==> src/pkg/swdt_pkg.sv <==
// Purpose: shared constants and types for the system watchdog timer
// Assumes: 25 MHz aclk, AXI4-Lite register access
// Notes: register indices are scaled by four to form byte addresses
package swdt_pkg;
  // ==========================================================
  // clock and time
  // ==========================================================
  localparam int CLK_HZ = 25000000;
  localparam int UNIT_SHORT_S = 1;
  localparam int UNIT_LONG_S = 60;
  localparam int CYC_PER_SEC = CLK_HZ * UNIT_SHORT_S;
  localparam int CYC_PER_MIN_SEC = UNIT_LONG_S;
  localparam int PW0_MS = 1;
  localparam int PW1_MS = 25;
  localparam int PW2_MS = 125;
  localparam int PW3_S = 5;
  localparam int PW0_CYC = CLK_HZ / 1000 * PW0_MS;
  localparam int PW1_CYC = CLK_HZ / 1000 * PW1_MS;
  localparam int PW2_CYC = CLK_HZ / 1000 * PW2_MS;
  localparam int PW3_CYC = CLK_HZ * PW3_S;
  // ==========================================================
  // register map
  // ==========================================================
  localparam logic [7:0] IDX_CONTROL = 8'h05;
  localparam logic [7:0] IDX_PERIOD = 8'h06;
  localparam logic [7:0] IDX_EVENT_CTL = 8'h0A;
  localparam logic [7:0] IDX_IRQ_STATUS = 8'h10;
  localparam logic [7:0] IDX_IRQ_MASK = 8'h11;
  localparam int ADDR_W = 8;
  localparam logic [ADDR_W-1:0] ADDR_CONTROL = 8'h14;
  localparam logic [ADDR_W-1:0] ADDR_PERIOD = 8'h18;
  localparam logic [ADDR_W-1:0] ADDR_EVENT_CTL = 8'h28;
  localparam logic [ADDR_W-1:0] ADDR_IRQ_STATUS = 8'h40;
  localparam logic [ADDR_W-1:0] ADDR_IRQ_MASK = 8'h44;
  // control fields
  localparam int BIT_TIMEOUT_FLAG = 6;
  localparam int BIT_COUNT_ENABLE = 5;
  localparam int BIT_OUTPUT_MODE = 4;
  localparam int BIT_TIME_UNIT = 3;
  localparam int BIT_POLARITY = 2;
  localparam int BIT_PW_HI = 1;
  localparam int BIT_PW_LO = 0;
  // event control fields
  localparam int BIT_EARLY_STATUS = 7;
  localparam int BIT_EARLY_ENABLE = 6;
  localparam int BIT_PIN_GATE = 0;
  // interrupt bits: 0 timeout, 1 early event
  localparam int IRQ_W = 2;
  localparam logic [7:0] CONTROL_RST = 8'h00;
  localparam logic [7:0] PERIOD_RST = 8'h00;
  localparam logic [7:0] EVENT_CTL_RST = 8'h00;
  localparam logic [1:0] RESP_OKAY = 2'h0;
  localparam logic [1:0] RESP_SLVERR = 2'h2;

  typedef struct packed {
    logic count_enable;
    logic output_mode_select;
    logic time_unit_select;
    logic output_polarity_select;
    logic [1:0] pulse_width_select;
    logic early_event_enable;
    logic reset_pin_gate;
  } swdt_cfg_s;
endpackage

==> src/hdl/swdt_top.sv <==
// Purpose: system watchdog timer with AXI4-Lite registers
// Assumes: single 25 MHz clock, synchronous active-low reset
// Notes: dedicated reset pin is active low and idles high; system reset polarity follows bit 2
//
// Contract
// - on expiry drive timeout output as high level, low level or pulse
// - time unit bit 3 selects one-second or sixty-second units
// - pulse width field selects 1 ms, 25 ms, 125 ms or 5 s
// - timeout flag bit 6 sets on timeout, write one clears it
// - count only while count enable bit 5 is one
// - output mode bit 4 selects level when zero, pulse when one
// - polarity bit 2 selects active high when one, low when zero
// - eight-bit writable timeout value sets period in time units
// - early event status sets one unit before or at timeout
// - early events only raised when event enable bit 6 is one
// - dedicated reset pin shows timeout only when gate bit 0 is one
`timescale 1ns/1ns
module swdt_top #(
  parameter int CYC_PER_SEC = swdt_pkg::CYC_PER_SEC,
  parameter int PW0_CYC = swdt_pkg::PW0_CYC,
  parameter int PW1_CYC = swdt_pkg::PW1_CYC,
  parameter int PW2_CYC = swdt_pkg::PW2_CYC,
  parameter int PW3_CYC = swdt_pkg::PW3_CYC
) (
  input wire logic aclk,
  input wire logic aresetn,
  input wire logic [7:0] s_axi_awaddr,
  input wire logic s_axi_awvalid,
  output logic s_axi_awready,
  input wire logic [31:0] s_axi_wdata,
  input wire logic [3:0] s_axi_wstrb,
  input wire logic s_axi_wvalid,
  output logic s_axi_wready,
  output logic [1:0] s_axi_bresp,
  output logic s_axi_bvalid,
  input wire logic s_axi_bready,
  input wire logic [7:0] s_axi_araddr,
  input wire logic s_axi_arvalid,
  output logic s_axi_arready,
  output logic [31:0] s_axi_rdata,
  output logic [1:0] s_axi_rresp,
  output logic s_axi_rvalid,
  input wire logic s_axi_rready,
  output logic system_reset_out_n,
  output logic dedicated_timeout_reset_n,
  output logic irq
);
  typedef enum logic [1:0] {
    SWDT_IDLE = 2'b00,
    SWDT_COUNT = 2'b01,
    SWDT_PULSE = 2'b10,
    SWDT_HOLD = 2'b11
  } swdt_state_e;

  // ==========================================================
  // register state
  // ==========================================================
  swdt_pkg::swdt_cfg_s cfg_reg, cfg_next;
  logic [7:0] period_reg, period_next;
  logic timeout_flag_reg, timeout_flag_next;
  logic early_status_reg, early_status_next;
  logic [1:0] irq_stat_reg, irq_stat_next;
  logic [1:0] irq_mask_reg, irq_mask_next;
  logic aw_held_reg, aw_held_next;
  logic w_held_reg, w_held_next;
  logic [7:0] waddr_reg, waddr_next;
  logic [31:0] wdata_reg, wdata_next;
  logic [3:0] wstrb_reg, wstrb_next;
  logic bvalid_reg, bvalid_next;
  logic [1:0] bresp_reg, bresp_next;
  logic rvalid_reg, rvalid_next;
  logic [31:0] rdata_reg, rdata_next;
  logic [1:0] rresp_reg, rresp_next;
  // watchdog engine
  swdt_state_e state_reg, state_next;
  logic [7:0] count_reg, count_next;
  logic [31:0] pw_reg, pw_next;
  logic out_active_reg, out_active_next;
  logic irq_reg, irq_next;
  logic rst_out_n_reg, rst_out_n_next;
  logic pin_n_reg, pin_n_next;

  logic do_write, reload, unit_tick, expire, early_hit;
  logic [7:0] wbyte;

  function automatic logic [31:0] pulse_cycles(input logic [1:0] sel);
    case (sel)
      2'h0: pulse_cycles = 32'(PW0_CYC);
      2'h1: pulse_cycles = 32'(PW1_CYC);
      2'h2: pulse_cycles = 32'(PW2_CYC);
      default: pulse_cycles = 32'(PW3_CYC);
    endcase
  endfunction

  function automatic logic [7:0] read_reg(input logic [7:0] addr,
      input logic [7:0] ctl, input logic [7:0] per,
      input logic [7:0] evt, input logic [7:0] ist,
      input logic [7:0] imk, output logic hit);
    hit = 1'b1;
    case (addr)
      swdt_pkg::ADDR_CONTROL: read_reg = ctl;
      swdt_pkg::ADDR_PERIOD: read_reg = per;
      swdt_pkg::ADDR_EVENT_CTL: read_reg = evt;
      swdt_pkg::ADDR_IRQ_STATUS: read_reg = ist;
      swdt_pkg::ADDR_IRQ_MASK: read_reg = imk;
      default: begin
        read_reg = 8'h00;
        hit = 1'b0;
      end
    endcase
  endfunction

  swdt_tick #(
    .CYC_PER_SEC(CYC_PER_SEC)
  ) u_tick (
    .aclk(aclk),
    .aresetn(aresetn),
    .run(state_reg == SWDT_COUNT),
    .restart(reload),
    .unit_long(cfg_reg.time_unit_select),
    .unit_tick(unit_tick)
  );

  // ==========================================================
  // AXI4-Lite slave
  // ==========================================================
  assign do_write = aw_held_reg && w_held_reg && !bvalid_reg;
  assign wbyte = wstrb_reg[0] ? wdata_reg[7:0] : 8'h00;

  always_comb begin
    logic hit;
    logic [7:0] rbyte;
    hit = 1'b0;
    rbyte = 8'h00;
    aw_held_next = aw_held_reg;
    w_held_next = w_held_reg;
    waddr_next = waddr_reg;
    wdata_next = wdata_reg;
    wstrb_next = wstrb_reg;
    bvalid_next = bvalid_reg;
    bresp_next = bresp_reg;
    rvalid_next = rvalid_reg;
    rdata_next = rdata_reg;
    rresp_next = rresp_reg;
    if (s_axi_awvalid && !aw_held_reg) begin
      aw_held_next = 1'b1;
      waddr_next = s_axi_awaddr;
    end
    if (s_axi_wvalid && !w_held_reg) begin
      w_held_next = 1'b1;
      wdata_next = s_axi_wdata;
      wstrb_next = s_axi_wstrb;
    end
    if (do_write) begin
      aw_held_next = 1'b0;
      w_held_next = 1'b0;
      bvalid_next = 1'b1;
      rbyte = read_reg(waddr_reg, 8'h00, 8'h00, 8'h00, 8'h00, 8'h00, hit);
      bresp_next = hit ? swdt_pkg::RESP_OKAY : swdt_pkg::RESP_SLVERR;
    end else if (bvalid_reg && s_axi_bready) begin
      bvalid_next = 1'b0;
    end
    if (s_axi_arvalid && !rvalid_reg) begin
      rbyte = read_reg(s_axi_araddr,
        {1'b0, timeout_flag_reg, cfg_reg.count_enable,
         cfg_reg.output_mode_select, cfg_reg.time_unit_select,
         cfg_reg.output_polarity_select, cfg_reg.pulse_width_select},
        period_reg,
        {early_status_reg, cfg_reg.early_event_enable, 5'h00,
         cfg_reg.reset_pin_gate},
        {6'h00, irq_stat_reg}, {6'h00, irq_mask_reg}, hit);
      rvalid_next = 1'b1;
      rdata_next = {24'h000000, rbyte};
      rresp_next = hit ? swdt_pkg::RESP_OKAY : swdt_pkg::RESP_SLVERR;
    end else if (rvalid_reg && s_axi_rready) begin
      rvalid_next = 1'b0;
    end
  end

  // ==========================================================
  // register writes and status flags
  // ==========================================================
  always_comb begin
    cfg_next = cfg_reg;
    period_next = period_reg;
    irq_mask_next = irq_mask_reg;
    timeout_flag_next = timeout_flag_reg;
    irq_stat_next = irq_stat_reg;
    early_status_next = early_status_reg;
    reload = 1'b0;
    if (do_write && wstrb_reg[0]) begin
      case (waddr_reg)
        swdt_pkg::ADDR_CONTROL: begin
          if (wbyte[swdt_pkg::BIT_TIMEOUT_FLAG]) begin
            timeout_flag_next = 1'b0;
          end
          cfg_next.count_enable = wbyte[swdt_pkg::BIT_COUNT_ENABLE];
          cfg_next.output_mode_select = wbyte[swdt_pkg::BIT_OUTPUT_MODE];
          cfg_next.time_unit_select = wbyte[swdt_pkg::BIT_TIME_UNIT];
          cfg_next.output_polarity_select = wbyte[swdt_pkg::BIT_POLARITY];
          cfg_next.pulse_width_select =
            wbyte[swdt_pkg::BIT_PW_HI:swdt_pkg::BIT_PW_LO];
          if (wbyte[swdt_pkg::BIT_COUNT_ENABLE] && !cfg_reg.count_enable) begin
            reload = 1'b1;
          end
        end
        swdt_pkg::ADDR_PERIOD: begin
          period_next = wbyte;
          reload = cfg_reg.count_enable;
        end
        swdt_pkg::ADDR_EVENT_CTL: begin
          cfg_next.early_event_enable = wbyte[swdt_pkg::BIT_EARLY_ENABLE];
          cfg_next.reset_pin_gate = wbyte[swdt_pkg::BIT_PIN_GATE];
        end
        swdt_pkg::ADDR_IRQ_STATUS: irq_stat_next = irq_stat_reg & ~wbyte[1:0];
        swdt_pkg::ADDR_IRQ_MASK: irq_mask_next = wbyte[1:0];
        default: ;
      endcase
    end
    // early status follows enable; disabling withdraws the event
    if (!cfg_next.early_event_enable) begin
      early_status_next = 1'b0;
    end else if (early_hit) begin
      early_status_next = 1'b1;
    end
    if (!cfg_next.count_enable) begin
      early_status_next = 1'b0;
    end
    // hardware set wins over a simultaneous clear
    if (expire) begin
      timeout_flag_next = 1'b1;
      irq_stat_next[0] = 1'b1;
    end
    if (early_hit && cfg_reg.early_event_enable) begin
      irq_stat_next[1] = 1'b1;
    end
  end

  // ==========================================================
  // watchdog engine
  // ==========================================================
  assign expire = (state_reg == SWDT_COUNT) && !reload &&
    cfg_reg.count_enable && (count_reg == 8'h00 ||
    (unit_tick && count_reg == 8'h01));
  assign early_hit = (state_reg == SWDT_COUNT) && cfg_reg.count_enable &&
    (count_reg <= 8'h01);

  always_comb begin
    state_next = state_reg;
    count_next = count_reg;
    pw_next = pw_reg;
    out_active_next = out_active_reg;
    if (!cfg_next.count_enable) begin
      state_next = SWDT_IDLE;
      out_active_next = 1'b0;
    end else begin
      case (state_reg)
        SWDT_IDLE: begin
          state_next = SWDT_COUNT;
          count_next = period_next;
        end
        SWDT_COUNT: begin
          if (reload) begin
            count_next = period_next;
          end else if (expire) begin
            out_active_next = 1'b1;
            count_next = 8'h00;
            if (cfg_reg.output_mode_select) begin
              state_next = SWDT_PULSE;
              pw_next = pulse_cycles(cfg_reg.pulse_width_select) - 32'h1;
            end else begin
              state_next = SWDT_HOLD;
            end
          end else if (unit_tick) begin
            count_next = count_reg - 8'h1;
          end
        end
        SWDT_PULSE: begin
          if (pw_reg == 32'h0) begin
            out_active_next = 1'b0;
            state_next = SWDT_HOLD;
          end else begin
            pw_next = pw_reg - 32'h1;
          end
        end
        SWDT_HOLD: begin
          if (!timeout_flag_next) begin
            out_active_next = 1'b0;
            state_next = SWDT_COUNT;
            count_next = period_next;
          end
        end
        default: state_next = SWDT_IDLE;
      endcase
    end
    // active output level per polarity, inactive is the opposite
    rst_out_n_next = out_active_next ^ ~cfg_next.output_polarity_select;
    pin_n_next = !(out_active_next && cfg_next.reset_pin_gate);
    irq_next = |(irq_stat_next & irq_mask_next);
  end

  always_ff @(posedge aclk) begin
    if (!aresetn) begin
      cfg_reg <= '0;
      period_reg <= swdt_pkg::PERIOD_RST;
      timeout_flag_reg <= 1'b0;
      early_status_reg <= 1'b0;
      irq_stat_reg <= 2'h0;
      irq_mask_reg <= 2'h0;
      aw_held_reg <= 1'b0;
      w_held_reg <= 1'b0;
      waddr_reg <= 8'h00;
      wdata_reg <= 32'h00000000;
      wstrb_reg <= 4'h0;
      bvalid_reg <= 1'b0;
      bresp_reg <= 2'h0;
      rvalid_reg <= 1'b0;
      rdata_reg <= 32'h00000000;
      rresp_reg <= 2'h0;
      state_reg <= SWDT_IDLE;
      count_reg <= 8'h00;
      pw_reg <= 32'h00000000;
      out_active_reg <= 1'b0;
      irq_reg <= 1'b0;
      rst_out_n_reg <= 1'b1;
      pin_n_reg <= 1'b1;
    end else begin
      cfg_reg <= cfg_next;
      period_reg <= period_next;
      timeout_flag_reg <= timeout_flag_next;
      early_status_reg <= early_status_next;
      irq_stat_reg <= irq_stat_next;
      irq_mask_reg <= irq_mask_next;
      aw_held_reg <= aw_held_next;
      w_held_reg <= w_held_next;
      waddr_reg <= waddr_next;
      wdata_reg <= wdata_next;
      wstrb_reg <= wstrb_next;
      bvalid_reg <= bvalid_next;
      bresp_reg <= bresp_next;
      rvalid_reg <= rvalid_next;
      rdata_reg <= rdata_next;
      rresp_reg <= rresp_next;
      state_reg <= state_next;
      count_reg <= count_next;
      pw_reg <= pw_next;
      out_active_reg <= out_active_next;
      irq_reg <= irq_next;
      rst_out_n_reg <= rst_out_n_next;
      pin_n_reg <= pin_n_next;
    end
  end

  assign s_axi_awready = !aw_held_reg;
  assign s_axi_wready = !w_held_reg;
  assign s_axi_bvalid = bvalid_reg;
  assign s_axi_bresp = bresp_reg;
  assign s_axi_arready = !rvalid_reg;
  assign s_axi_rvalid = rvalid_reg;
  assign s_axi_rdata = rdata_reg;
  assign s_axi_rresp = rresp_reg;
  assign system_reset_out_n = rst_out_n_reg;
  assign dedicated_timeout_reset_n = pin_n_reg;
  assign irq = irq_reg;

  // ==========================================================
  // checks
  // ==========================================================
  a_flag_on_expire: assert property (@(posedge aclk)
    disable iff (!aresetn) expire |=> timeout_flag_reg)
    else $error("flag not set on expiry");
  a_out_on_expire: assert property (@(posedge aclk)
    disable iff (!aresetn) expire |=> out_active_reg)
    else $error("output not active");
  a_no_count_off: assert property (@(posedge aclk)
    disable iff (!aresetn) !cfg_reg.count_enable |=>
    cfg_reg.count_enable || ($stable(count_reg) && !out_active_reg))
    else $error("count while off");
  a_level_hold: assert property (@(posedge aclk)
    disable iff (!aresetn)
    (state_reg == SWDT_HOLD && out_active_reg && timeout_flag_reg &&
     cfg_reg.count_enable && !do_write) |=> out_active_reg)
    else $error("level dropped early");
  a_polarity_out: assert property (@(posedge aclk)
    disable iff (!aresetn) system_reset_out_n == (out_active_reg ?
    cfg_reg.output_polarity_select : !cfg_reg.output_polarity_select))
    else $error("bad polarity");
  a_pin_gated: assert property (@(posedge aclk)
    disable iff (!aresetn) !cfg_reg.reset_pin_gate |=>
    dedicated_timeout_reset_n || cfg_reg.reset_pin_gate)
    else $error("pin not gated");
  a_early_gate: assert property (@(posedge aclk)
    disable iff (!aresetn)
    !cfg_reg.early_event_enable && !cfg_next.early_event_enable
    |=> !early_status_reg) else $error("early event while off");
  a_pulse_mode: assert property (@(posedge aclk)
    disable iff (!aresetn)
    (expire && cfg_reg.output_mode_select && cfg_next.count_enable)
    |=> state_reg == SWDT_PULSE) else $error("pulse mode missed");
  a_early_set: assert property (@(posedge aclk)
    disable iff (!aresetn)
    (early_hit && cfg_reg.early_event_enable && cfg_next.early_event_enable
     && cfg_next.count_enable) |=> early_status_reg)
    else $error("early status missed");
endmodule

==> src/hdl/swdt_tick.sv <==
// Purpose: prescaler giving one pulse per selected time unit
// Assumes: restart clears the phase so the first unit is whole
// Notes: seconds are counted in cycles, minutes in seconds
`timescale 1ns/1ns
module swdt_tick #(
  parameter int CYC_PER_SEC = swdt_pkg::CYC_PER_SEC
) (
  input wire logic aclk,
  input wire logic aresetn,
  input wire logic run,
  input wire logic restart,
  input wire logic unit_long,
  output logic unit_tick
);
  logic [31:0] cyc_reg, cyc_next;
  logic [5:0] sec_reg, sec_next;
  logic sec_tick;

  always_comb begin
    cyc_next = cyc_reg;
    sec_next = sec_reg;
    sec_tick = 1'b0;
    unit_tick = 1'b0;
    if (restart || !run) begin
      cyc_next = 32'h0;
      sec_next = 6'h0;
    end else if (cyc_reg == 32'(CYC_PER_SEC - 1)) begin
      cyc_next = 32'h0;
      sec_tick = 1'b1;
    end else begin
      cyc_next = cyc_reg + 32'h1;
    end
    if (sec_tick) begin
      if (!unit_long) begin
        unit_tick = 1'b1;
      end else if (sec_reg == 6'(swdt_pkg::CYC_PER_MIN_SEC - 1)) begin
        sec_next = 6'h0;
        unit_tick = 1'b1;
      end else begin
        sec_next = sec_reg + 6'h1;
      end
    end
  end

  always_ff @(posedge aclk) begin
    if (!aresetn) begin
      cyc_reg <= 32'h0;
      sec_reg <= 6'h0;
    end else begin
      cyc_reg <= cyc_next;
      sec_reg <= sec_next;
    end
  end
endmodule

==> config.mk <==
export PLATFORM = sky130hd
export DESIGN_NAME = swdt_top
export DESIGN_NICKNAME = d
export VERILOG_FILES = /design/src/pkg/swdt_pkg.sv /design/src/hdl/swdt_top.sv /design/src/hdl/swdt_tick.sv
export SDC_FILE = /design/constraint.sdc
export NUM_CORES = 1
export LEC_CHECK = 0
export ABC_AREA = 1
export BUFFER_PORTS_ARGS = -buffer_cell sky130_fd_sc_hd__buf_2
export CAP_MARGIN = 20
export CORE_AREA = 2 2 121 123
export DETAILED_ROUTE_END_ITERATION = 8
export DIE_AREA = 0 0 123 125
export PLACE_DENSITY = 0.79
export RECOVER_POWER = 50
export SLEW_MARGIN = 10
export SYNTH_ARGS = -nofsm -noshare
export SYNTH_HDL_FRONTEND = slang
export SYNTH_HIERARCHICAL = 1
export SYNTH_SLANG_ARGS = --single-unit
export TNS_END_PERCENT = 10
==> constraint.sdc <==
create_clock -name aclk -period 5.1 [get_ports aclk]
set_input_delay 0.765 -clock aclk [delete_from_list [all_inputs] [get_ports aclk]]
set_output_delay 0.765 -clock aclk [all_outputs]
set_load 0.05 [all_outputs]
==> metrics.cfg, run 1 <==
[power]
switching_share_pct = 25.0
leakage_uw = 0.00372
p_clk_share_pct = 51.2
pwr_density_cell_nw_per_um2 = 276
p_comb_share_pct = 5.4
power_frac_seq_pct = 43.4
p_int_uw = 1890
p_switching_uw = 630
ir_drop_mv = 0.238

[floorplan]
coreArea_um2 = 14200
pin_count = 103
fp.dieW_um = 123
initial_core_util_pct = 58.7
num_rows = 44
dieHeight_um = 125
die_area_um2 = 15400

[final_layout]
fill_cells = 1360
postLayoutCellArea_um2 = 9120
finalNetCount = 1373
final_common_cell = nand2_1
drive_gt1_share_pct = 12.4
final_cell_mix = 298 x nand2_1, 195 x nor2_1, 137 x dfxtp_1
syn_to_final_growth_pct = 9.30
insertedDiodeCount = 0

[sta]
fin_skew_ps = 7.81
finalHoldViolations = 0
fmax_mhz = 287
fin_tns_setup_ps = 0
min_period_ps = 3490
finalSetupViolCount = 0
drv_slew = 58
rsz0062_at_grt = no
worst_pin_slew_ps = 2350
slew_headroom_pct = -56.4
post-route-period-util_pct = 68.3

[worst_setup_path]
cp-startpoint = aresetn
reg2reg_slack_ps = 1770
worstReg2RegStart = s_axi_bvalid
cp-start-kind = input port
critPathMaxFanout = 57
reg2reg_to = pw_reg[19]
critPathKind = in -> reg
worstSetupEndpointType = register
critical_path_arrival_ps = 3820
crit_required_ps = 5440
r2r_cells = 20

[synth]
syn_inst = 1257
yosysSeqAreaShare_pct = 32.9
syn-cell-area_um2 = 8340
syn_avg_cell_area_um2 = 6.64
synthDistinctLibCells = 51
synth-seq-cells = 137
yosysWarnings = 6

[hold_path]
holdCritStartpoint = u_tick/cyc_reg[0]
hold_depth = 1
hold_end = u_tick/cyc_reg[0]
hp-class = reg -> reg

[place]
port_buffers = 49
place_hpwl_um = 14700
place_area_um2 = 8550
gp_congestion = 0.955

[global_route]
grt_overflow = 0
grt_max_degree = 58
grt_use_total_pct = 27.0
antenna_found_initial = 0
grt_pass1_vias = 7205
grt_first_pass_wirelength_um = 33400

[routing]
viasPerCell = 5.25
final_antenna_net_count = 0
first_pass_iters = 7
routedWlPerCell_um = 13.4
num_vias = 7850
totalWireLength_um = 20000
drcViolationCount = 0
drt_iter0_drc = 667

[status]
violations = max-capacitance violations, max-slew violations
outcome = complete, but fails checks

[clock_network]
hold_buffers = 0
clock-sinks = 137
cts-resized-gates = 0
cts_buffers = 17
root_buffer = clkbuf_16
clk_pin_slew_ps = 60
postCtsSetupRepairBufs = 0
cts.path.max_buffers = 2
cts_tree = done
clock_latency_ps = 430
h-tree-depth = 4

[run]
cap_viol_max_count = 1

==> synth_stat cells, drive strengths merged <==
master / number / share of area (%)
a21boi: 2 / 0.31
a21oi: 90 / 6.7
a22oi: 4 / 0.36
a31oi: 1 / 0.075
and2: 3 / 0.22
buf: 43 / 4.2
clkbuf: 15 / 0.69
clkinv: 1 / 0.060
conb: 1 / 0.045
dfxtp: 137 / 33
ha: 16 / 2.4
inv: 146 / 6.6
nand2: 309 / 14
nand3: 77 / 5.1
nand3b: 2 / 0.18
nand4: 20 / 1.6
nor2: 220 / 11
nor3: 26 / 1.8
nor3b: 1 / 0.090
nor4: 3 / 0.22
o2111ai: 1 / 0.10
o211ai: 3 / 0.27
o21a: 1 / 0.090
o21ai: 88 / 5.5
o21bai: 2 / 0.18
o22ai: 5 / 0.45
o31ai: 1 / 0.090
o32ai: 1 / 0.10
or2: 4 / 0.30
xnor2: 8 / 0.84
xor2: 26 / 2.7
==> cells by family after synthesis <==
logic type,after synthesis,synth area share [%]
and+or+nand+nor,665,35.3
other,1,0.0449
adders and majority gates,16,2.40
xor gates and xnor gates,34,3.57
AOI/OAI and AO/OA,199,14.2
DFF,137,32.9
buffers and inverters,205,11.5
==> layer usage <==
| layer | share of wire (%) | GRT usage (%) | routed length (µm) |
|---|---|---|---|
| met1 | 46 | 36.1 | 9180 |
| met2 | 47 | 43.3 | 9290 |
| met5 | 0 | 0 | 0 |
| met4 | 2.3 | 9.56 | 454 |
| met3 | 5.2 | 5.06 | 1030 |
==> power groups by stage <==
stage	logic (µW)	clock network, µW	registers, µW
6_report	136	1290	1100
5_1_grt	150	1350	1100
4_1_cts	137	1300	1090
3_5_place_dp	137	0	1120
3_3_place_gp	135	0	1120
2_1_floorplan	115	0	1120
==> worst max path at each step <==
| stage | endpoint | slack [ps] | depth (start not counted) |
|---|---|---|---|
| 3_3_place_gp | pw_reg[22] | 1920 | 21 |
| 3_5_place_dp | pw_reg[25] | 1840 | 20 |
| 6_report | u_tick/cyc_reg[18] | 1610 | 4 |
| 4_1_cts | pw_reg[25] | 1840 | 20 |
| 2_1_floorplan | pw_reg[15] | 2080 | 21 |
| 5_1_grt | u_tick/cyc_reg[2] | 1320 | 4 |
==> worst max-delay path, stage by stage <==
cell,delay (ps)
buf_2,80
clkbuf_1,1660
nand3_4,910
nor3_1,360
==> through the flow <==
stage | hold WS [ps] | power [µW] | utilization (%) | setup slack (ps) | cells
final | 464 | 2520 | 64.2 | 1610 | 1495
after global routing | 494 | 2590 | 64.2 | 1320 | 1495
after CTS | 465 | 2540 | 64.5 | 1840 | 1495
after detailed placement | 452 | 1260 | 60.2 | 1840 | 1463
after global placement | 442 | 1250 | 60.2 | 1920 | 1463
after floorplan | 429 | 1240 | - | 2080 | 1282
==> area by class of cell <==
| cell class | count | area (µm²) | share of cell area [%] |
|---|---|---|---|
| multi-input combinational | 940 | 4720 | 51.8 |
| sequential | 137 | 2740 | 30.1 |
| clock buffer | 17 | 425 | 4.67 |
| tap | 184 | 230 | 2.52 |
| inverter | 147 | 553 | 6.06 |
| clock inverter | 15 | 190 | 2.09 |
| timing repair buffer | 55 | 255 | 2.80 |
Power figures use the tool's default switching activity.
==> run 2: changes to the inputs <==
--- a/config.mk
+++ b/config.mk
@@ -5,13 +5,13 @@
 export SDC_FILE = /design/constraint.sdc
 export NUM_CORES = 1
 export LEC_CHECK = 0
-export ABC_AREA = 1
+export ABC_AREA = 0
 export BUFFER_PORTS_ARGS = -buffer_cell sky130_fd_sc_hd__buf_2
 export CAP_MARGIN = 20
-export CORE_AREA = 2 2 121 123
+export CORE_AREA = 2 2 122 124
 export DETAILED_ROUTE_END_ITERATION = 8
-export DIE_AREA = 0 0 123 125
-export PLACE_DENSITY = 0.79
+export DIE_AREA = 0 0 124 126
+export PLACE_DENSITY = 0.73
 export RECOVER_POWER = 50
 export SLEW_MARGIN = 10
 export SYNTH_ARGS = -nofsm -noshare
==> constraint.sdc (replaced) <==
create_clock -name aclk -period 3 [get_ports aclk]
set_input_delay 0.45 -clock aclk [delete_from_list [all_inputs] [get_ports aclk]]
set_output_delay 0.45 -clock aclk [all_outputs]
set_load 0.05 [all_outputs]
==> metrics.cfg, run 2 <==
[status]
outcome = complete, but fails checks
violations = negative setup slack

[synth]
synth_top_area_share_pct = 37.7
syn-cell-area_um2 = 7270
synth_commonest_cells = 137 x dfxtp_1, 112 x nor2_1, 65 x nand2_1, 55 x a21oi_1, 36 x nand3_1
synthDistinctLibCells = 81
synthFlopType = dfxtp_1
synth_area_leaders = dfxtp_1 38%, nor2_1 5.8%, mux2i_1 4.1%, a21oi_1 3.8%, nand2_1 3.4%
yosysMostFrequentCell = dfxtp_1
synth-seq-cells = 137
synth_area_leader_cell = dfxtp_1
yosysWarnings = 6
yosysSeqAreaShare_pct = 37.7
async_flop_share_pct = 0
syn_inst = 871
syn_avg_cell_area_um2 = 8.34
synth_edf_count = 0

[sta]
whs_ps = 201
fmax_mhz = 323
post-route-period-util_pct = 103
slew_headroom_pct = 39.3
finalWorstSetupSlack_ps = -95.2
finalSetupViolCount = 7
drv_slew = 0
worst_pin_slew_ps = 909
finalHoldViolations = 0
fin_tns_setup_ps = -363
fin_skew_ps = 8.69
rsz0062_at_grt = yes
min_period_ps = 3100

[power]
leakage_uw = 0.00354
ir_drop_mv = 0.359
pwr_density_cell_nw_per_um2 = 496

[floorplan]
coreArea_um2 = 14300
fp.dieW_um = 124
dieHeight_um = 126
num_rows = 44
initial_core_util_pct = 50.8
pin_count = 103
die_area_um2 = 15600

[worst_setup_path]
critPathKind = reg -> reg
critPathMaxFanout = 7
worstSetupEndpointType = register
critical_path_arrival_ps = 3440
crit_required_ps = 3340
r2r_cells = 11
cp-start-kind = register

[final_layout]
finalNetCount = 1059
syn_to_final_growth_pct = 22.0
instances_no_fill = 1181
insertedDiodeCount = 0
final_util_pct = 61.9
fill_cells = 1253
drive_gt1_share_pct = 21.5
final_common_cell = dfxtp_1
final_cell_mix = 134 x dfxtp_1, 110 x nor2_1, 80 x buf_4

[place]
place_hpwl_um = 12300
gp_congestion = 0.844
dp.cells = 1145
port_buffers = 49
pre_cts_ws_ps = -248

[clock_network]
clk_pin_slew_ps = 60
h-tree-depth = 4
cts.path.max_buffers = 2
root_buffer = clkbuf_16
clock-sinks = 137
cts_tree = done
clock_latency_ps = 420
cts_buffers = 17

[global_route]
grt_first_pass_wirelength_um = 30300
grt_pass1_vias = 6359
grt_overflow = 0
grt_max_degree = 46
grt_use_total_pct = 24.0
antenna_found_initial = 0

[run]
cap_viol_max_count = 0

[routing]
drt_iter0_drc = 641
routedWlPerCell_um = 15.3
final_antenna_net_count = 0
num_vias = 6743
drcViolationCount = 0
first_pass_iters = 5
viasPerCell = 5.71
totalWireLength_um = 18100

[hold_path]
hp-class = in -> reg
hold_depth = 2

[run 2: cell types whose count changed in the layout (fill, tap and decap cells not counted), moves of 30 or more]
cell     delta
inv_1     -107
nor2_1     -85
nand3_1    -36
mux2i_1    +30
nand2_1   -233
buf_4      +77
o21ai_0    -43
[run 2: final cells by class]
class                   count  area, µm²  share of cell area (%)
clock inverters            13        193                    2.17
flip-flops and latches    137       2750                    31.0
clock buffers              19        433                    4.88
well taps                 184        230                    2.60
repair buffers            136        926                    10.4
inverters                  26       97.6                    1.10
multi-input cells         666       4240                    47.8
[run 2: logic make-up (layout without fill, tap and decap cells)]
logic type	after synthesis	in the layout	share of synthesized area [%]
fa+ha+maj	16	16	2.76
xor+xnor	33	33	3.98
mux	34	34	4.75
buf+inv	93	194	6.65
flops	137	137	37.7
compound gates	190	190	17.9
other cells	1	26	0.0516
simple gates	367	367	26.2
[run 2: through the flow]
| step | area, µm² | total power, µW |
|---|---|---|
| 2_1_floorplan | 7400 | 2140 |
| 3_3_place_gp | 8110 | 2190 |
| 3_5_place_dp | 8110 | 2200 |
| 4_1_cts | 8790 | 4420 |
| 5_1_grt | 8870 | 4530 |
| 6_report | 8870 | 4390 |
[run 2: report_power, final]
group | switching (µW) | total, µW | internal, µW
registers | 22.0 | 1870 | 1840
clock network | 832 | 2230 | 1400
logic | 215 | 295 | 80.6
total | 1070 | 4390 | 3330
[run 2: path summary, 6_finish.rpt]
path                 startpoint           end  slack, ps
max          u_tick/cyc_reg[17]    pw_reg[29]       -100
min                s_axi_rready  s_axi_rvalid        200
max reg2reg  u_tick/cyc_reg[17]    pw_reg[29]       -100
min reg2reg          pw_reg[31]    pw_reg[31]        460
[run 2: per-layer routing]
layer	GRT usage [%]	vias to the layer above	share of wire (%)
li1	-	3345	-
met1	31.3	3171	45
met2	39.5	194	48
met3	5.25	33	5.0
met4	7.60	0	1.6
met5	0	-	0
[run 2: critical path, cell delays in order (launching register included)]
cell	delay (ps)
dfxtp_2	320
or4_4	560
nor4_4	150
and4bb_2	270
and3_4	200
a21oi_4	70
nor4_4	170
o211ai_2	140
buf_4	160
or3_4	440
a2111o_1	430
a21oi_1	110
[run 2: what timing repair did]
item / 4_1_cts / 5_1_grt
resized for setup: 10 / 19
hold buffers: 0 / 0
setup buffers: 3 / 1
pin swaps: 5 / 10
setup endpoints to repair: 40 / 43
